## config.mk

```make
export PLATFORM = sky130hd
export DESIGN_NAME = rci_reclose_logic
export DESIGN_NICKNAME = d
export VERILOG_FILES = /design/src/common/rci_pkg.sv /design/src/rtl/rci_delay_timer.sv /design/src/rtl/rci_reclose_logic.sv
export SDC_FILE = /design/constraint.sdc
export NUM_CORES = 1
export LEC_CHECK = 0
export ABC_AREA = 0
export ABC_CLOCK_PERIOD_IN_PS = 6850
export BUFFER_PORTS_ARGS = -buffer_cell sky130_fd_sc_hd__buf_4
export CAP_MARGIN = 40
export CORE_UTILIZATION = 63
export DETAILED_ROUTE_END_ITERATION = 8
export GPL_TIMING_DRIVEN = 0
export HOLD_SLACK_MARGIN = 0.12
export PLACE_DENSITY = 0.95
export SLEW_MARGIN = 20
export SYNTH_ARGS = -nofsm -noshare
export SYNTH_HDL_FRONTEND = slang
export SYNTH_SLANG_ARGS = --single-unit
```

## constraint.sdc

```tcl
create_clock -name sys_clk -period 6.85 [get_ports sys_clk]
set_input_delay 0.685 -clock sys_clk [delete_from_list [all_inputs] [get_ports sys_clk]]
set_output_delay 0.685 -clock sys_clk [all_outputs]
set_load 0.01 [all_outputs]
```

## src/common/rci_pkg.sv

```systemverilog
// shared constants, indices and carrier types of the reclose logic
package rci_pkg;

    // time base
    localparam int unsigned CLK_PERIOD_NS = 10;
    localparam int unsigned NS_PER_MS     = 1000000;
    localparam int unsigned TICKS_PER_MS  = NS_PER_MS / CLK_PERIOD_NS;

    // widths and counts
    localparam int unsigned CNT_W      = 32;
    localparam int unsigned DELAY_MS_W = 10;
    localparam int unsigned UV_N       = 3;
    localparam int unsigned TARGET_N   = 8;
    localparam int unsigned KEY_W      = 2;

    // fault-severity source positions
    localparam int unsigned SEV_OVERREACH    = 0;
    localparam int unsigned SEV_AIDED        = 1;
    localparam int unsigned SEV_ZONE_ONE     = 2;
    localparam int unsigned SEV_NEG_SEQ      = 3;
    localparam int unsigned SEV_TWO_OF_THREE = 4;
    localparam int unsigned SEV_N            = 5;

    // timer positions
    localparam int unsigned TMR_SECURITY = 0;
    localparam int unsigned TMR_DISCRIM  = 1;
    localparam int unsigned TMR_CIF      = 2;
    localparam int unsigned TIMER_N      = 3;

    typedef logic [SEV_N-1:0] rci_sev_t;

    // contact converter inputs in use
    typedef struct packed {
        logic permissiveReceiver;
        logic channelTwo;
        logic transferTrip;
        logic threePoleArm;
        logic timerBypass;
        logic tripAllowReclose;
        logic tripLockout;
        logic outputBlock;
        logic targetReset;
        logic selectorBlockEnable;
    } rci_cc_s;

    // registered outputs toward relays, channel and scheme logic
    typedef struct packed {
        logic             inhibitReclose;
        logic             lockoutReclose;
        logic             recloseInitiate;
        logic             breakerFailureInitiate;
        logic             tripThreePole;
        logic             tripSinglePole;
        logic [KEY_W-1:0] permissiveKeyOutput;
        logic             inServiceIndicator;
        logic             threePoleArmed;
        logic             permissiveReceive;
        logic             channelTwoReceive;
        logic             overreachThreeSelect;
        logic             weakInfeedUvSelect;
        logic             closeIntoFaultEnable;
    } rci_out_s;

    typedef struct packed {
        logic [SEV_N-1:0]    sealed;
        logic [TARGET_N-1:0] target;
        rci_out_s            outs;
    } rci_state_s;

    typedef struct packed {
        logic [CNT_W-1:0] count;
        logic             expired;
    } rci_timer_s;

    // values after reset
    localparam rci_state_s STATE_RESET = '0;
    localparam rci_timer_s TIMER_RESET = '0;

endpackage : rci_pkg

```

## src/rtl/rci_delay_timer.sv

```systemverilog
// pickup delay timer counting sys_clk cycles while its input stands
`timescale 1ns/100ps

module rci_delay_timer (
    // clock and reset
    input  wire logic                      sys_clk,
    input  wire logic                      rstn,
    // timing
    input  wire logic                      run,
    input  wire logic [rci_pkg::CNT_W-1:0] terminal,
    output logic                           expired
);

    rci_pkg::rci_timer_s st_q;
    rci_pkg::rci_timer_s st_d;

    always_comb begin
        st_d = st_q;
        if (!run) begin
            // any drop of the input restarts the delay from zero
            st_d = rci_pkg::TIMER_RESET;
        end else if (!st_q.expired) begin
            st_d.count   = st_q.count + 1'b1;
            // a zero setting behaves as one cycle
            st_d.expired = (st_d.count >= terminal);
        end
    end

    always_ff @(posedge sys_clk) begin
        if (!rstn) begin
            st_q <= rci_pkg::TIMER_RESET;
        end else begin
            st_q <= st_d;
        end
    end

    assign expired = st_q.expired;

endmodule : rci_delay_timer

```

## src/rtl/rci_reclose_logic.sv

```systemverilog
// reclose inhibit, lockout, contact converter and keying logic
`timescale 1ns/100ps

// Functional notes
// - inhibit reclose on any enabled severity source or timed transfer trip
// - lockout on long transfer timer, zone timers, overcurrent, external trip, out-of-step trip
// - each enabled severity source that operates stays sealed while any undervoltage output stands
// - inhibit releases once undervoltage drops and no severity source or timed transfer trip is live
// - transfer trip term never enters the undervoltage seal-in
// - transfer term comes from security timer, only while remote signal persists
// - prolonged transfer trip times out the long timer and locks out
// - negative-sequence and two-of-three sources each have an enable switch
// - first converter is permissive receiver, second is channel two receiver
// - third converter is transfer trip channel input; partner idles it low
// - fifth converter arms three-pole tripping for every fault type
// - sixth converter bypasses close-into-fault timer through its gate
// - seventh converter trips three-pole without blocking initiate or lockout
// - eighth converter trips, locks out, blocks initiate when switch set
// - ninth converter blocks trip, failure initiate, initiate, keying, in-service
// - tenth converter clears all latched target lamps
// - with twelfth converter, phase selectors block overreach three-pole select
// - with twelfth converter, phase selectors block weak-infeed undervoltage select
// - pair of normally open keying outputs drive permissive transmitter
module rci_reclose_logic #(
    parameter int unsigned TICKS_PER_MS = rci_pkg::TICKS_PER_MS
) (
    // clock and reset
    input  wire logic                                sys_clk,
    input  wire logic                                rstn,
    // contact converters
    input  wire rci_pkg::rci_cc_s                    cc,
    // fault-severity sources and their enables
    input  wire rci_pkg::rci_sev_t                   severity,
    input  wire rci_pkg::rci_sev_t                   inhibitSourceSwitch,
    input  wire logic [rci_pkg::UV_N-1:0]            underVoltage,
    // lockout sources
    input  wire logic                                zoneTwoTimerOut,
    input  wire logic                                zoneThreeTimerOut,
    input  wire logic                                timeOvercurrentTrip,
    input  wire logic                                outOfStepBlock,
    // scheme requests
    input  wire logic                                schemeTrip,
    input  wire logic                                pilotKeyReq,
    input  wire logic                                overreachThreeReq,
    input  wire logic                                weakInfeedUvReq,
    input  wire logic                                phaseSelectorAny,
    input  wire logic                                lineEnergizing,
    input  wire logic                                closeIntoFaultReq,
    input  wire logic [rci_pkg::TARGET_N-1:0]        targetEvent,
    // settings
    input  wire logic                                initiateBlockSwitch,
    input  wire logic [rci_pkg::DELAY_MS_W-1:0]      securityDelayMs,
    input  wire logic [rci_pkg::DELAY_MS_W-1:0]      discrimDelayMs,
    input  wire logic [rci_pkg::DELAY_MS_W-1:0]      closeIntoFaultMs,
    // outputs
    output rci_pkg::rci_out_s                        outs,
    output logic [rci_pkg::TARGET_N-1:0]             targetLamp
);

    // converts a millisecond setting into a terminal count of cycles
    function automatic logic [rci_pkg::CNT_W-1:0] msToTicks(
        input logic [rci_pkg::DELAY_MS_W-1:0] ms
    );
        logic [63:0] prod;
        prod = 64'(ms) * 64'(TICKS_PER_MS);
        return prod[rci_pkg::CNT_W-1:0];
    endfunction : msToTicks

    rci_pkg::rci_state_s st_q;
    rci_pkg::rci_state_s st_d;

    // timer inputs and outputs
    logic [rci_pkg::TIMER_N-1:0] timerRun;
    logic [rci_pkg::TIMER_N-1:0] timerDone;
    logic [rci_pkg::CNT_W-1:0]   timerTerm [rci_pkg::TIMER_N];

    // combinational terms
    logic              uvAny;
    rci_pkg::rci_sev_t sevLive;
    logic              transferInhibit;
    logic              transferTrip;
    logic              cifGate;
    logic              cifTrip;
    logic              threeSelect;
    logic              wiSelect;
    logic              selectorBlock;
    logic              forceThree;
    logic              anyTrip;
    logic              lockoutNow;
    logic              initiateBlocked;
    logic              outputsAllowed;

    // timer wiring
    always_comb begin
        // the long timer watches the raw channel, so it sees the whole duration
        timerRun[rci_pkg::TMR_SECURITY]  = cc.transferTrip;
        timerRun[rci_pkg::TMR_DISCRIM]   = cc.transferTrip;
        timerRun[rci_pkg::TMR_CIF]       = lineEnergizing;
        timerTerm[rci_pkg::TMR_SECURITY] = msToTicks(securityDelayMs);
        timerTerm[rci_pkg::TMR_DISCRIM]  = msToTicks(discrimDelayMs);
        timerTerm[rci_pkg::TMR_CIF]      = msToTicks(closeIntoFaultMs);
    end

    generate
        for (genvar t = 0; t < rci_pkg::TIMER_N; t++) begin : g_timer
            rci_delay_timer u_timer (
                .sys_clk  (sys_clk),
                .rstn     (rstn),
                .run      (timerRun[t]),
                .terminal (timerTerm[t]),
                .expired  (timerDone[t])
            );
        end
    endgenerate

    // severity and transfer terms
    always_comb begin
        uvAny   = |underVoltage;
        // every source has its own switch, the two weak ones included
        sevLive = severity & inhibitSourceSwitch;
        // security timer output drops as soon as the remote signal goes
        transferInhibit = timerDone[rci_pkg::TMR_SECURITY];
        transferTrip    = timerDone[rci_pkg::TMR_SECURITY];
    end

    // close-into-fault path
    always_comb begin
        cifGate = timerDone[rci_pkg::TMR_CIF];
        if (cc.timerBypass) begin
            // bypass removes the delay; closing into a fault trips at once
            cifGate = lineEnergizing;
        end
        cifTrip = closeIntoFaultReq & cifGate;
    end

    // phase selection supervision
    always_comb begin
        selectorBlock = cc.selectorBlockEnable & phaseSelectorAny;
        threeSelect   = overreachThreeReq & ~selectorBlock;
        wiSelect      = weakInfeedUvReq & ~selectorBlock;
    end

    // trip bus and pole selection
    always_comb begin
        anyTrip = schemeTrip;
        anyTrip = anyTrip | cc.tripAllowReclose;
        anyTrip = anyTrip | cc.tripLockout;
        anyTrip = anyTrip | cifTrip;
        anyTrip = anyTrip | transferTrip;
        forceThree = cc.threePoleArm;
        forceThree = forceThree | threeSelect;
        forceThree = forceThree | cc.tripAllowReclose;
        forceThree = forceThree | cc.tripLockout;
        forceThree = forceThree | cifTrip;
        forceThree = forceThree | transferTrip;
    end

    // lockout and initiate blocking
    always_comb begin
        lockoutNow = timerDone[rci_pkg::TMR_DISCRIM];
        lockoutNow = lockoutNow | zoneTwoTimerOut;
        lockoutNow = lockoutNow | zoneThreeTimerOut;
        lockoutNow = lockoutNow | timeOvercurrentTrip;
        lockoutNow = lockoutNow | cc.tripLockout;
        lockoutNow = lockoutNow | (outOfStepBlock & anyTrip);
        // the allow-reclose converter is deliberately absent above
        initiateBlocked = cc.tripLockout & initiateBlockSwitch;
        // lockout still reaches the reclosing control while outputs are blocked
        outputsAllowed  = ~cc.outputBlock;
    end

    // next state
    always_comb begin
        st_d = st_q;

        // seal-in: a source stays latched while any undervoltage stands
        st_d.sealed = sevLive | (st_q.sealed & {rci_pkg::SEV_N{uvAny}});

        // a new event wins over a reset in the same cycle
        st_d.target = targetEvent | (st_q.target & ~{rci_pkg::TARGET_N{cc.targetReset}});

        // transfer term is added outside the seal-in
        st_d.outs.inhibitReclose = |sevLive | (|st_q.sealed) | transferInhibit;

        st_d.outs.lockoutReclose = lockoutNow;

        st_d.outs.tripThreePole = anyTrip & forceThree & outputsAllowed;

        st_d.outs.tripSinglePole = anyTrip & ~forceThree & outputsAllowed;

        st_d.outs.breakerFailureInitiate = anyTrip & outputsAllowed;

        st_d.outs.recloseInitiate = anyTrip & ~initiateBlocked & outputsAllowed;

        // both contacts of the pair follow the same key request
        st_d.outs.permissiveKeyOutput = {rci_pkg::KEY_W{pilotKeyReq & outputsAllowed}};

        st_d.outs.inServiceIndicator = outputsAllowed;

        st_d.outs.threePoleArmed = cc.threePoleArm;

        st_d.outs.permissiveReceive = cc.permissiveReceiver;

        st_d.outs.channelTwoReceive = cc.channelTwo;

        st_d.outs.overreachThreeSelect = threeSelect;

        st_d.outs.weakInfeedUvSelect = wiSelect;

        st_d.outs.closeIntoFaultEnable = cifGate;
    end

    always_ff @(posedge sys_clk) begin
        if (!rstn) begin
            st_q <= rci_pkg::STATE_RESET;
        end else begin
            st_q <= st_d;
        end
    end

    assign outs       = st_q.outs;
    assign targetLamp = st_q.target;

endmodule : rci_reclose_logic

```

==> results of run 1 <==
-- area by class of cell --
class                           count  area share
Buffer                             63      0.0214
Clock buffer                       22      0.0295
Clock inverter                     10      0.0102
Inverter                          152      0.0362
Multi-Input combinational cell   1295       0.674
Sequential cell                   126       0.160
Tap cell                          280      0.0222
Timing Repair Buffer               97      0.0462
-- worst max-delay path by stage --
stage,startpoint,end,cells past startpoint
3_5_place_dp,closeIntoFaultMs[2],g_timer[2].u_timer.expired$_SDFF_PN0_,25
4_1_cts,closeIntoFaultMs[2],g_timer[2].u_timer.expired$_SDFF_PN0_,25
3_3_place_gp,closeIntoFaultMs[2],g_timer[2].u_timer.expired$_SDFF_PN0_,25
2_1_floorplan,discrimDelayMs[5],g_timer[1].u_timer.expired$_SDFF_PN0_,21
6_report,closeIntoFaultMs[2],g_timer[2].u_timer.expired$_SDFF_PN0_,25
5_1_grt,closeIntoFaultMs[2],g_timer[2].u_timer.expired$_SDFF_PN0_,25
-- worst reg2reg max path, cell delays in order, from the launching register on --
cell	delay, ns
dfxtp_1	0.32
buf_2	0.20
nand4_2	0.16
nor3_2	0.27
nand2_1	0.21
or3_1	0.46
nor3_1	0.23
xor2_1	0.11
ha_1	0.32
nand4_1	0.09
nor3_1	0.42
o2111ai_1	0.18
nor4_1	0.37
o21ai_0	0.21
a31oi_1	0.16
-- cells in the final DEF (no fill, tap or decap), drive strengths merged, types with 13 or more instances in the layout --
cell type,Yosys,final
nor2b,21,21
a21o,20,20
and2,13,13
ha,293,293
o21ai,47,47
clkbuf,34,56
inv,152,152
nor2,172,172
fa,54,54
a21oi,59,59
xor2,93,93
o21a,17,17
nand2,90,90
dfxtp,126,126
and3,17,17
nand4,30,30
or3,21,21
buf,29,126
nand3,81,81
nor3,40,40
xnor2,113,113
-- kinds of logic (layout without fill, tap and decap cells) --
group / after synthesis / count (layout)
AND/OR/NAND/NOR: 522 / 522
adder cells (fa/ha/maj): 347 / 347
AO/OA/AOI/OAI: 215 / 215
buffers and inverters: 215 / 344
XOR/XNOR: 206 / 206
flip-flops: 126 / 126
multiplexers: 5 / 5
-- metrics by stage --
step	area [um^2]	setup slack, ns	util
after floorplan	14100	1.15	-
after global placement	15100	0.252	0.693
after detailed placement	15100	0.102	0.693
after CTS	15800	0.482	0.722
after global routing	15800	0.0308	0.722
final	15800	0.301	0.722
-- flip-flops by register name, indices dropped and copies added (netlist names) --
register / cells
targetLamp: 8
g_timer.u_timer.st_q: 96
st_q: 5
outs: 14
g_timer.u_timer.expired: 3
-- routing by layer --
layer / routed length, um / GRT usage / vias to the layer above
met5: 13 / 0 / -
met1: 13500 / 0.341 / 5812
met3: 2140 / 0.0792 / 186
met4: 1970 / 0.205 / 2
li1: - / - / 5839
met2: 17900 / 0.585 / 538
-- power breakdown --
part	switching (uW)	internal [uW]	total (uW)
registers	6.49	744	751
logic	1160	910	2070
clock network	353	627	980
==> impl_metrics.yaml, run 1 <==
sta:
  finalCriticalPeriod_ns: 6.55
  tns_ns: 0
  final-hold-violation-count: 0
  worstMarginPinSlew_ns: 0.743
  grt_setup_unrepaired: "false"
  finalSetupViolations: 0
  fin_skew_ns: 0.00731
  finalCritPeriodShare: 0.956
  whs_ns: 0.456
  fmax_mhz: 153
  drv_slew: 0
  slew_headroom: 0.500
global_route:
  grt_usage: 0.327
  antenna_found_initial: 1
  grt_pass1_wl_um: 59200
  grt_pass1_vias: 12700
  grt_start_max_net_pins: 17
  gr-total-overflow: 0
flow_run:
  drv_cap: 0
setup_path:
  r2r_cells: 14
  cp.arrival_ns: 6.90
  r2r_start: "g_timer[2].u_timer.st_q[5]$_SDFFE_PN0N_"
  r2r_setup_slack_ns: 3.06
  worst-path-buf-inv: 5
  critical_path_class: "in -> reg"
  worst_setup_path_end_kind: "flop"
  cp_slowest_cell: "a2111oi_0"
  cp_max_fo: 5
  crit_family: "adder cells"
  crit_top_cell: "ha_1"
  cp_slowest_stage_delay_ns: 0.60
  crit_required_ns: 7.21
  reg2reg_to: "g_timer[2].u_timer.expired$_SDFF_PN0_"
  start_kind: "input pin"
hold_path:
  worstHoldPathCells: 2
  min_from: "targetEvent[3]"
  holdCritPathClass: "in -> reg"
  hold_path_end: "targetLamp[3]$_SDFF_PN0_"
finish:
  regArea_um2: 2520
  final_net_count: 2174
  fillers: 1459
  multi_input_area_um2: 10600
  diodes: 0
  drive_gt1_frac: 0.107
  final_cell_count_no_fill: 2045
  syn_to_final_growth_pct: 12.1
synth:
  synth_top_area_frac: 0.261
  synthXorXnorAreaFrac: 0.128
  synth-async-reset-ratio: 0
  synth_top_family_by_area: "adder cells"
  synth_compound_gate_area_share: 0.0996
  synth_edf_count: 0
  synth_area_um2: 14100
  synth.area.mux_share: 0.00374
  ys_top_cells_by_count: "ha_1 (293), nor2_1 (172), inv_1 (151)"
  synth_top_flop_cell: "dfxtp_1"
  yosysMostFrequentCell: "ha_1"
  synth_cell_types: 66
  synth-warning-count: 0
  synth_fa_ha_area_frac: 0.338
  ys_seq_area_frac: 0.179
  yosys.area.top_type: "ha_1"
  ys_ff_latch: 126
  synthTopCellsByArea: "ha_1 (26%), dfxtp_1 (18%), fa_1 (7.7%)"
  synth_fp_nets: 2058
  syn-instance-count: 1636
  synthSimpleGateAreaFrac: 0.187
  syn_avg_cell_area_um2: 8.59
drt:
  vias_per_cell: 6.05
  wirelength_um: 35500
  wl_per_cell_um: 17.4
  routed-via-count: 12400
  dr.first_iter.drc_count: 870
  drc: 0
  dr.pass1.iters: 6
  detail-route-antenna-nets: 0
floorplanning:
  rows: 54
  start_util: 0.644
  die_h_um: 151
  die_w_um: 151
  core_um2: 21800
  io_pins: 98
  die_area_um2: 22900
clock_tree:
  postCtsSetupRepairBufs: 0
  clockBufferDepth: 2
  htreeDepth: 4
  clk_pin_slew_worst_paths_ns: 0.06
  cts_sinks: 126
  cts_tree: "done"
  clock_latency_ns: 0.43
  cts-root-buf: "clkbuf_16"
  numCtsBuffers: 17
  holdBufCountCts: 0
  cts_resized: 0
power:
  report.power.total_uw: 3810
  peakVddDrop_mv: 0.189
  power.density_nw_per_um2: 241
  p_leak_uw: 0.00771
outcome:
  status: "completed"
placed_design:
  dpl.cell_count: 2013
  portBuffers: 97
  place.gp.congestion: 0.879
  place_hpwl_um: 26700
Note: power is estimated with default switching activity, not from simulation.
==> run 2: changes to the inputs <==
- ABC_AREA: 0 -> 1
- CAP_MARGIN: 40 -> 5
- PLACE_DENSITY: 0.95 -> 0.94
==> run 2 against run 1 <==
Flip-flop and latch count stayed put. Largest power group unchanged. Synthesized cell count grew 29%. Critical endpoint unchanged. Combinational power increased by 9.7%.
==> impl_metrics.yaml, run 2 <==
drt:
  dr.first_iter.drc_count: 1071
  drc: 0
  wirelength_um: 37200
  wl_per_cell_um: 14.6
  detail-route-antenna-nets: 0
  vias_per_cell: 5.52
  routed-via-count: 14100
  dr.pass1.iters: 6
flow_run:
  drv_cap: 0
finish:
  syn_to_final_growth_pct: 11.5
  drive_gt1_frac: 0.0927
  final_cell_mix: "nand2_1 (366), inv_1 (362), ha_1 (293), nor2_1 (228), a21oi_1 (146)"
  final_net_count: 2642
  diodes: 0
  largest_reg_flops: 96
  final_common_cell: "nand2_1"
  final_cell_count_no_fill: 2552
  top_register: "g_timer.u_timer.st_q"
clock_tree:
  clockBufferDepth: 2
  cts_sinks: 126
  clk_pin_slew_worst_paths_ns: 0.06
  numCtsBuffers: 17
  htreeDepth: 4
  cts-root-buf: "clkbuf_16"
  postCtsSetupRepairBufs: 0
  cts_tree: "done"
  cts_resized: 0
  clock_latency_ns: 0.42
  holdBufCountCts: 0
setup_path:
  reg2reg_to: "g_timer[1].u_timer.expired$_SDFF_PN0_"
  cp_cell_sequence: "buf_4 -> ha_1 -> fa_1 -> fa_1 -> ha_1 -> fa_1 -> ha_1 -> nand2_1 -> nor2_1 -> nand3_1 -> nand3_1 -> nand2_1 -> nand3_1 -> a21boi_0 -> xnor2_1 -> ha_1 -> a21oi_1 -> nor2_1 -> a211oi_1 -> o21ai_0 -> nand4_1 -> nand2_1 -> nor2_1 -> nor2_1"
  r2r_start: "g_timer[1].u_timer.st_q[2]$_SDFFE_PN0N_"
  cp_max_fo: 4
  crit_required_ns: 7.14
  worst_setup_path_end_kind: "flop"
  r2r_cells: 16
  r2r_setup_slack_ns: 3.86
  start_kind: "input pin"
  cp.arrival_ns: 5.51
  cp_slowest_stage_delay_ns: 0.55
  critical_path_class: "in -> reg"
  cp_slowest_cell: "fa_1"
hold_path:
  worstHoldPathCells: 2
  hold_path_end: "outs[6]$_SDFF_PN0_"
  min_from: "cc[2]"
  holdCritPathClass: "in -> reg"
synth:
  synth_edf_count: 0
  synth_fp_nets: 2526
  yosysMostFrequentCell: "nand2_1"
  synth_top_flop_cell: "dfxtp_1"
  synth_area_um2: 15000
  synth-async-reset-ratio: 0
  synth_cell_types: 44
  yosys.area.top_type: "ha_1"
  synth_top_area_frac: 0.244
  ys_seq_area_frac: 0.168
  syn-instance-count: 2104
  synth-warning-count: 0
  ys_ff_latch: 126
  synthTopCellsByArea: "ha_1 (24%), dfxtp_1 (17%), nand2_1 (9.1%)"
  ys_top_cells_by_count: "nand2_1 (366), inv_1 (362), ha_1 (293)"
  syn_avg_cell_area_um2: 7.14
sta:
  worstMarginPinSlew_ns: 0.738
  finalCriticalPeriod_ns: 5.22
  slew_headroom: 0.508
  drv_slew: 0
  grt_setup_unrepaired: "false"
  fmax_mhz: 192
  fin_skew_ns: 0.0105
  worst_slack_ns: 1.63
  tns_ns: 0
  finalSetupViolations: 0
  finalCritPeriodShare: 0.762
  final-hold-violation-count: 0
global_route:
  antenna_found_initial: 0
  use_met2: 0.544
  grt_pass1_vias: 13800
  grt_usage: 0.309
  met1_usage: 0.370
  grt_pass1_wl_um: 61200
  top_usage_layer: "met2"
  gr-total-overflow: 0
  use_met3: 0.0515
  grt_start_max_net_pins: 17
floorplanning:
  start_util: 0.642
  core_um2: 23400
  io_pins: 98
  rows: 56
  die_w_um: 156
  die_area_um2: 24500
  die_h_um: 156
power:
  power_frac_seq: 0.193
  peakVddDrop_mv: 0.144
  combPwrFrac: 0.574
  p_leak_uw: 0.00900
  p_sw_uw: 1700
  clkPwrFrac: 0.234
  power.density_nw_per_um2: 236
  p_int_uw: 2260
  sw_frac_of_total: 0.430
outcome:
  status: "completed"
placed_design:
  dpl.cell_count: 2520
  place.gp.congestion: 0.936
  place_hpwl_um: 30400
  place_ws_ns: 1.22
  portBuffers: 97
-- run 2: cell count changes after synthesis, sizes merged, moves of 21 or more --
cell | before | now
inv | 152 | 365
o21ai | 47 | 121
nor2 | 172 | 259
xnor2 | 113 | 30
a21oi | 59 | 146
nor2b | 21 | 0
nand2 | 90 | 380
-- run 2: logic make-up after synthesis --
group,Yosys count,synth area share
XOR/XNOR,123,0.0717
flip-flops,126,0.168
AO/OA/AOI/OAI,311,0.111
adder cells (fa/ha/maj),347,0.316
AND/OR/NAND/NOR,777,0.222
buffers and inverters,420,0.111
-- run 2: layout make-up --
class,instances,area [um^2]
multi-input combinational,1558,10800
buffer,54,292
fill,1897,6660
clock inverter,11,140
tap,319,399
timing repair buffer,97,728
sequential,126,2520
inverter,366,1370
clock buffer,21,460
-- run 2: power by group through the flow --
| stage | Sequential (uW) | Combinational [uW] | Clock, uW |
|---|---|---|---|
| floorplan | 775 | 1730 | 0 |
| global placement | 777 | 2130 | 0 |
| detailed placement | 778 | 2240 | 0 |
| CTS | 762 | 2260 | 932 |
| global route | 764 | 2600 | 966 |
| finish | 763 | 2270 | 925 |
-- run 2: worst max-delay path by stage --
stage | endpoint | cells past startpoint | start | slack [ns]
floorplan | g_timer[2].u_timer.expired$_SDFF_PN0_ | 25 | closeIntoFaultMs[5] | 1.85
global placement | g_timer[2].u_timer.expired$_SDFF_PN0_ | 26 | closeIntoFaultMs[5] | 1.33
detailed placement | g_timer[2].u_timer.expired$_SDFF_PN0_ | 26 | closeIntoFaultMs[5] | 1.22
CTS | g_timer[2].u_timer.expired$_SDFF_PN0_ | 26 | closeIntoFaultMs[5] | 1.65
global route | g_timer[2].u_timer.expired$_SDFF_PN0_ | 28 | closeIntoFaultMs[2] | 1.27
finish | g_timer[2].u_timer.expired$_SDFF_PN0_ | 24 | closeIntoFaultMs[5] | 1.63
-- run 2: worst max-delay path: cells and delay by family --
kind                       cells  cell delay (ns)
AOI/OAI and AO/OA              4             0.72
buffers and inverters          1             0.14
and+or+nand+nor               11             1.01
xor gates and xnor gates       1             0.15
adders and majority gates      7             2.81
-- run 2: per-layer routing --
metal | vias to the layer above | wire (um)
met3 | 111 | 2270
met1 | 6493 | 15800
met2 | 473 | 17900
met4 | 0 | 1190
met5 | - | 0
li1 | 6998 | -
-- run 2: metrics by stage --
stage	util	hold slack (ns)	power, uW	area (um^2)
after global routing	0.716	0.437	4330	16700
after floorplan	-	0.438	2500	15000
after detailed placement	0.690	0.461	3020	16100
after CTS	0.716	0.432	3960	16700
after global placement	0.690	0.450	2910	16100
final	0.716	0.444	3960	16700
==> run 3: changes to the inputs <==
- ABC_CLOCK_PERIOD_IN_PS: 6850 -> 4800
- CORE_UTILIZATION: 63 -> 57
- PLACE_DENSITY: 0.94 -> 0.91
- clock period: 6.85 -> 4.8 ns (I/O delays scaled with it)
==> run 3 against run 2 <==
First-iteration DRC count rose by 30%. Sequential share of layout area fell by 0.51 points. Setup slack got worse by 1.6 ns. Clock skew fell by 0.00061 ns. Non-clock buffer count rose by 6. Worst hold slack got worse by 0.20 ns. Wire length rose by 5.7%. Critical endpoint unchanged. Largest power group unchanged. Highest routed layer unchanged.
==> impl_metrics.yaml, run 3 (synthesis gave the netlist of run 2 again) <==
drt:
  detail-route-antenna-nets: 0
  wirelength_um: 39300
  dr.pass1.iters: 6
  wl_per_cell_um: 15.3
  routed-via-count: 14300
  vias_per_cell: 5.56
  dr.first_iter.drc_count: 1392
  drc: 0
finish:
  final_cell_mix: "inv_1 (360), nand2_1 (355), ha_1 (269), nor2_1 (225)"
  drive_gt1_frac: 0.130
  syn_to_final_growth_pct: 15.4
  final_common_cell: "inv_1"
  fillers: 2041
  final_net_count: 2648
  diodes: 0
  multi_input_area_um2: 11300
  final_area_um2: 17300
  top_register: "g_timer.u_timer.st_q"
  largest_reg_flops: 96
  regArea_um2: 2520
global_route:
  grt_start_max_net_pins: 17
  grt_pass1_wl_um: 61000
  antenna_found_initial: 0
  grt_pass1_vias: 13600
  grt_usage: 0.279
  gr-total-overflow: 0
floorplanning:
  die_w_um: 164
  rows: 59
  die_area_um2: 27000
  start_util: 0.578
  core_um2: 26000
  die_h_um: 164
  io_pins: 98
power:
  p_sw_uw: 2760
  combPwrFrac: 0.607
  clkPwrFrac: 0.222
  p_leak_uw: 0.00905
  p_int_uw: 3580
  power_frac_seq: 0.171
  power.density_nw_per_um2: 366
  sw_frac_of_total: 0.435
  peakVddDrop_mv: 0.285
clock_tree:
  cts_sinks: 126
  clockBufferDepth: 2
  clock_latency_ns: 0.41
  cts_tree: "done"
  htreeDepth: 4
  holdBufCountCts: 0
  clk_pin_slew_worst_paths_ns: 0.06
  cts-root-buf: "clkbuf_16"
  numCtsBuffers: 17
setup_path:
  r2r_start: "g_timer[1].u_timer.st_q[2]$_SDFFE_PN0N_"
  worst_setup_path_end_kind: "flop"
  crit_required_ns: 5.08
  cp_max_fo: 5
  cp_slowest_cell: "fa_2"
  r2r_setup_slack_ns: 1.81
  critical_path_class: "in -> reg"
  reg2reg_to: "g_timer[1].u_timer.expired$_SDFF_PN0_"
  crit_family: "adder cells"
  cp.arrival_ns: 5.01
  r2r_cells: 16
  start_kind: "input pin"
  crit_top_cell: "nand2_1"
  worst-path-buf-inv: 1
  cp_slowest_stage_delay_ns: 0.60
hold_path:
  hold_path_end: "outs[12]$_SDFF_PN0_"
  min_from: "initiateBlockSwitch"
  worstHoldPathCells: 2
  holdCritPathClass: "in -> reg"
sta:
  finalSetupViolations: 0
  worstMarginPinSlew_ns: 0.769
  slew_headroom: 0.487
  finalCriticalPeriod_ns: 4.73
  worst_slack_ns: 0.0670
  finalCritPeriodShare: 0.986
  whs_ns: 0.242
  fin_skew_ns: 0.00988
  tns_ns: 0
  drv_slew: 0
  fmax_mhz: 211
  grt_setup_unrepaired: "true"
  final-hold-violation-count: 0
placed_design:
  place.gp.congestion: 0.915
  place_area_um2: 16200
  place_hpwl_um: 30100
  place_ws_ns: -0.664
  portBuffers: 97
outcome:
  status: "completed"
flow_run:
  drv_cap: 0
==> run 3: cell types whose count changed in the layout (fill, tap and decap cells not counted), moves of 5 or more <==
cell     change
fa_2         +6
a21oi_1     -20
nand2_1     -11
buf_4        +6
ha_4        +19
ha_1        -24
o21ai_0      -6
nand2_2     +10
a21oi_2     +18
ha_2         +5
fa_1         -6
==> run 3: power by group through the flow <==
stage	clock network [uW]	logic, uW	registers [uW]
after floorplan	0	2470	1110
after global placement	0	3040	1110
after detailed placement	0	3190	1110
after CTS	1420	3270	1090
after global routing	1470	4290	1090
final	1410	3840	1090
==> run 3: through the flow <==
step | std cells | utilization | total power [uW]
after floorplan | 2104 | - | 3570
after global placement | 2536 | 0.622 | 4150
after detailed placement | 2536 | 0.622 | 4300
after CTS | 2568 | 0.648 | 5770
after global routing | 2574 | 0.667 | 6850
final | 2574 | 0.667 | 6340
==> run 3: per-layer routing <==
metal | up-vias | GRT usage | share of wire
li1 | 7026 | - | -
met1 | 6649 | 0.341 | 0.42
met2 | 545 | 0.501 | 0.49
met3 | 96 | 0.0351 | 0.061
met4 | 0 | 0.0909 | 0.026
met5 | - | 0 | 0
==> run 3: how the worst max path moves through the flow <==
| stage | cells after the start | endpoint | start | slack [ns] |
|---|---|---|---|---|
| 2_1_floorplan | 25 | g_timer[2].u_timer.expired$_SDFF_PN0_ | closeIntoFaultMs[5] | 0.009 |
| 3_3_place_gp | 26 | g_timer[2].u_timer.expired$_SDFF_PN0_ | closeIntoFaultMs[5] | -0.51 |
| 3_5_place_dp | 26 | g_timer[2].u_timer.expired$_SDFF_PN0_ | closeIntoFaultMs[5] | -0.66 |
| 4_1_cts | 25 | g_timer[2].u_timer.expired$_SDFF_PN0_ | closeIntoFaultMs[5] | 0.01 |
| 5_1_grt | 25 | g_timer[2].u_timer.expired$_SDFF_PN0_ | closeIntoFaultMs[5] | -0.09 |
| 6_report | 25 | g_timer[2].u_timer.expired$_SDFF_PN0_ | closeIntoFaultMs[4] | 0.07 |
==> run 3: repair_timing <==
item,in CTS,in global routing
setup buffers,0,6
gates resized for setup,8,87
cloned,0,0
endpoints found under the setup margin,1,3
endpoints found under the hold margin,0,0
pin swaps,3,37
==> run 3: final cells by class <==
class | count | share of cell area
buffer | 54 | 0.0168
clock buffer | 20 | 0.0264
clock inverter | 12 | 0.0105
inverter | 366 | 0.0793
multi-input combinational | 1558 | 0.653
sequential | 126 | 0.146
tap | 335 | 0.0242
timing repair buffer | 103 | 0.0446
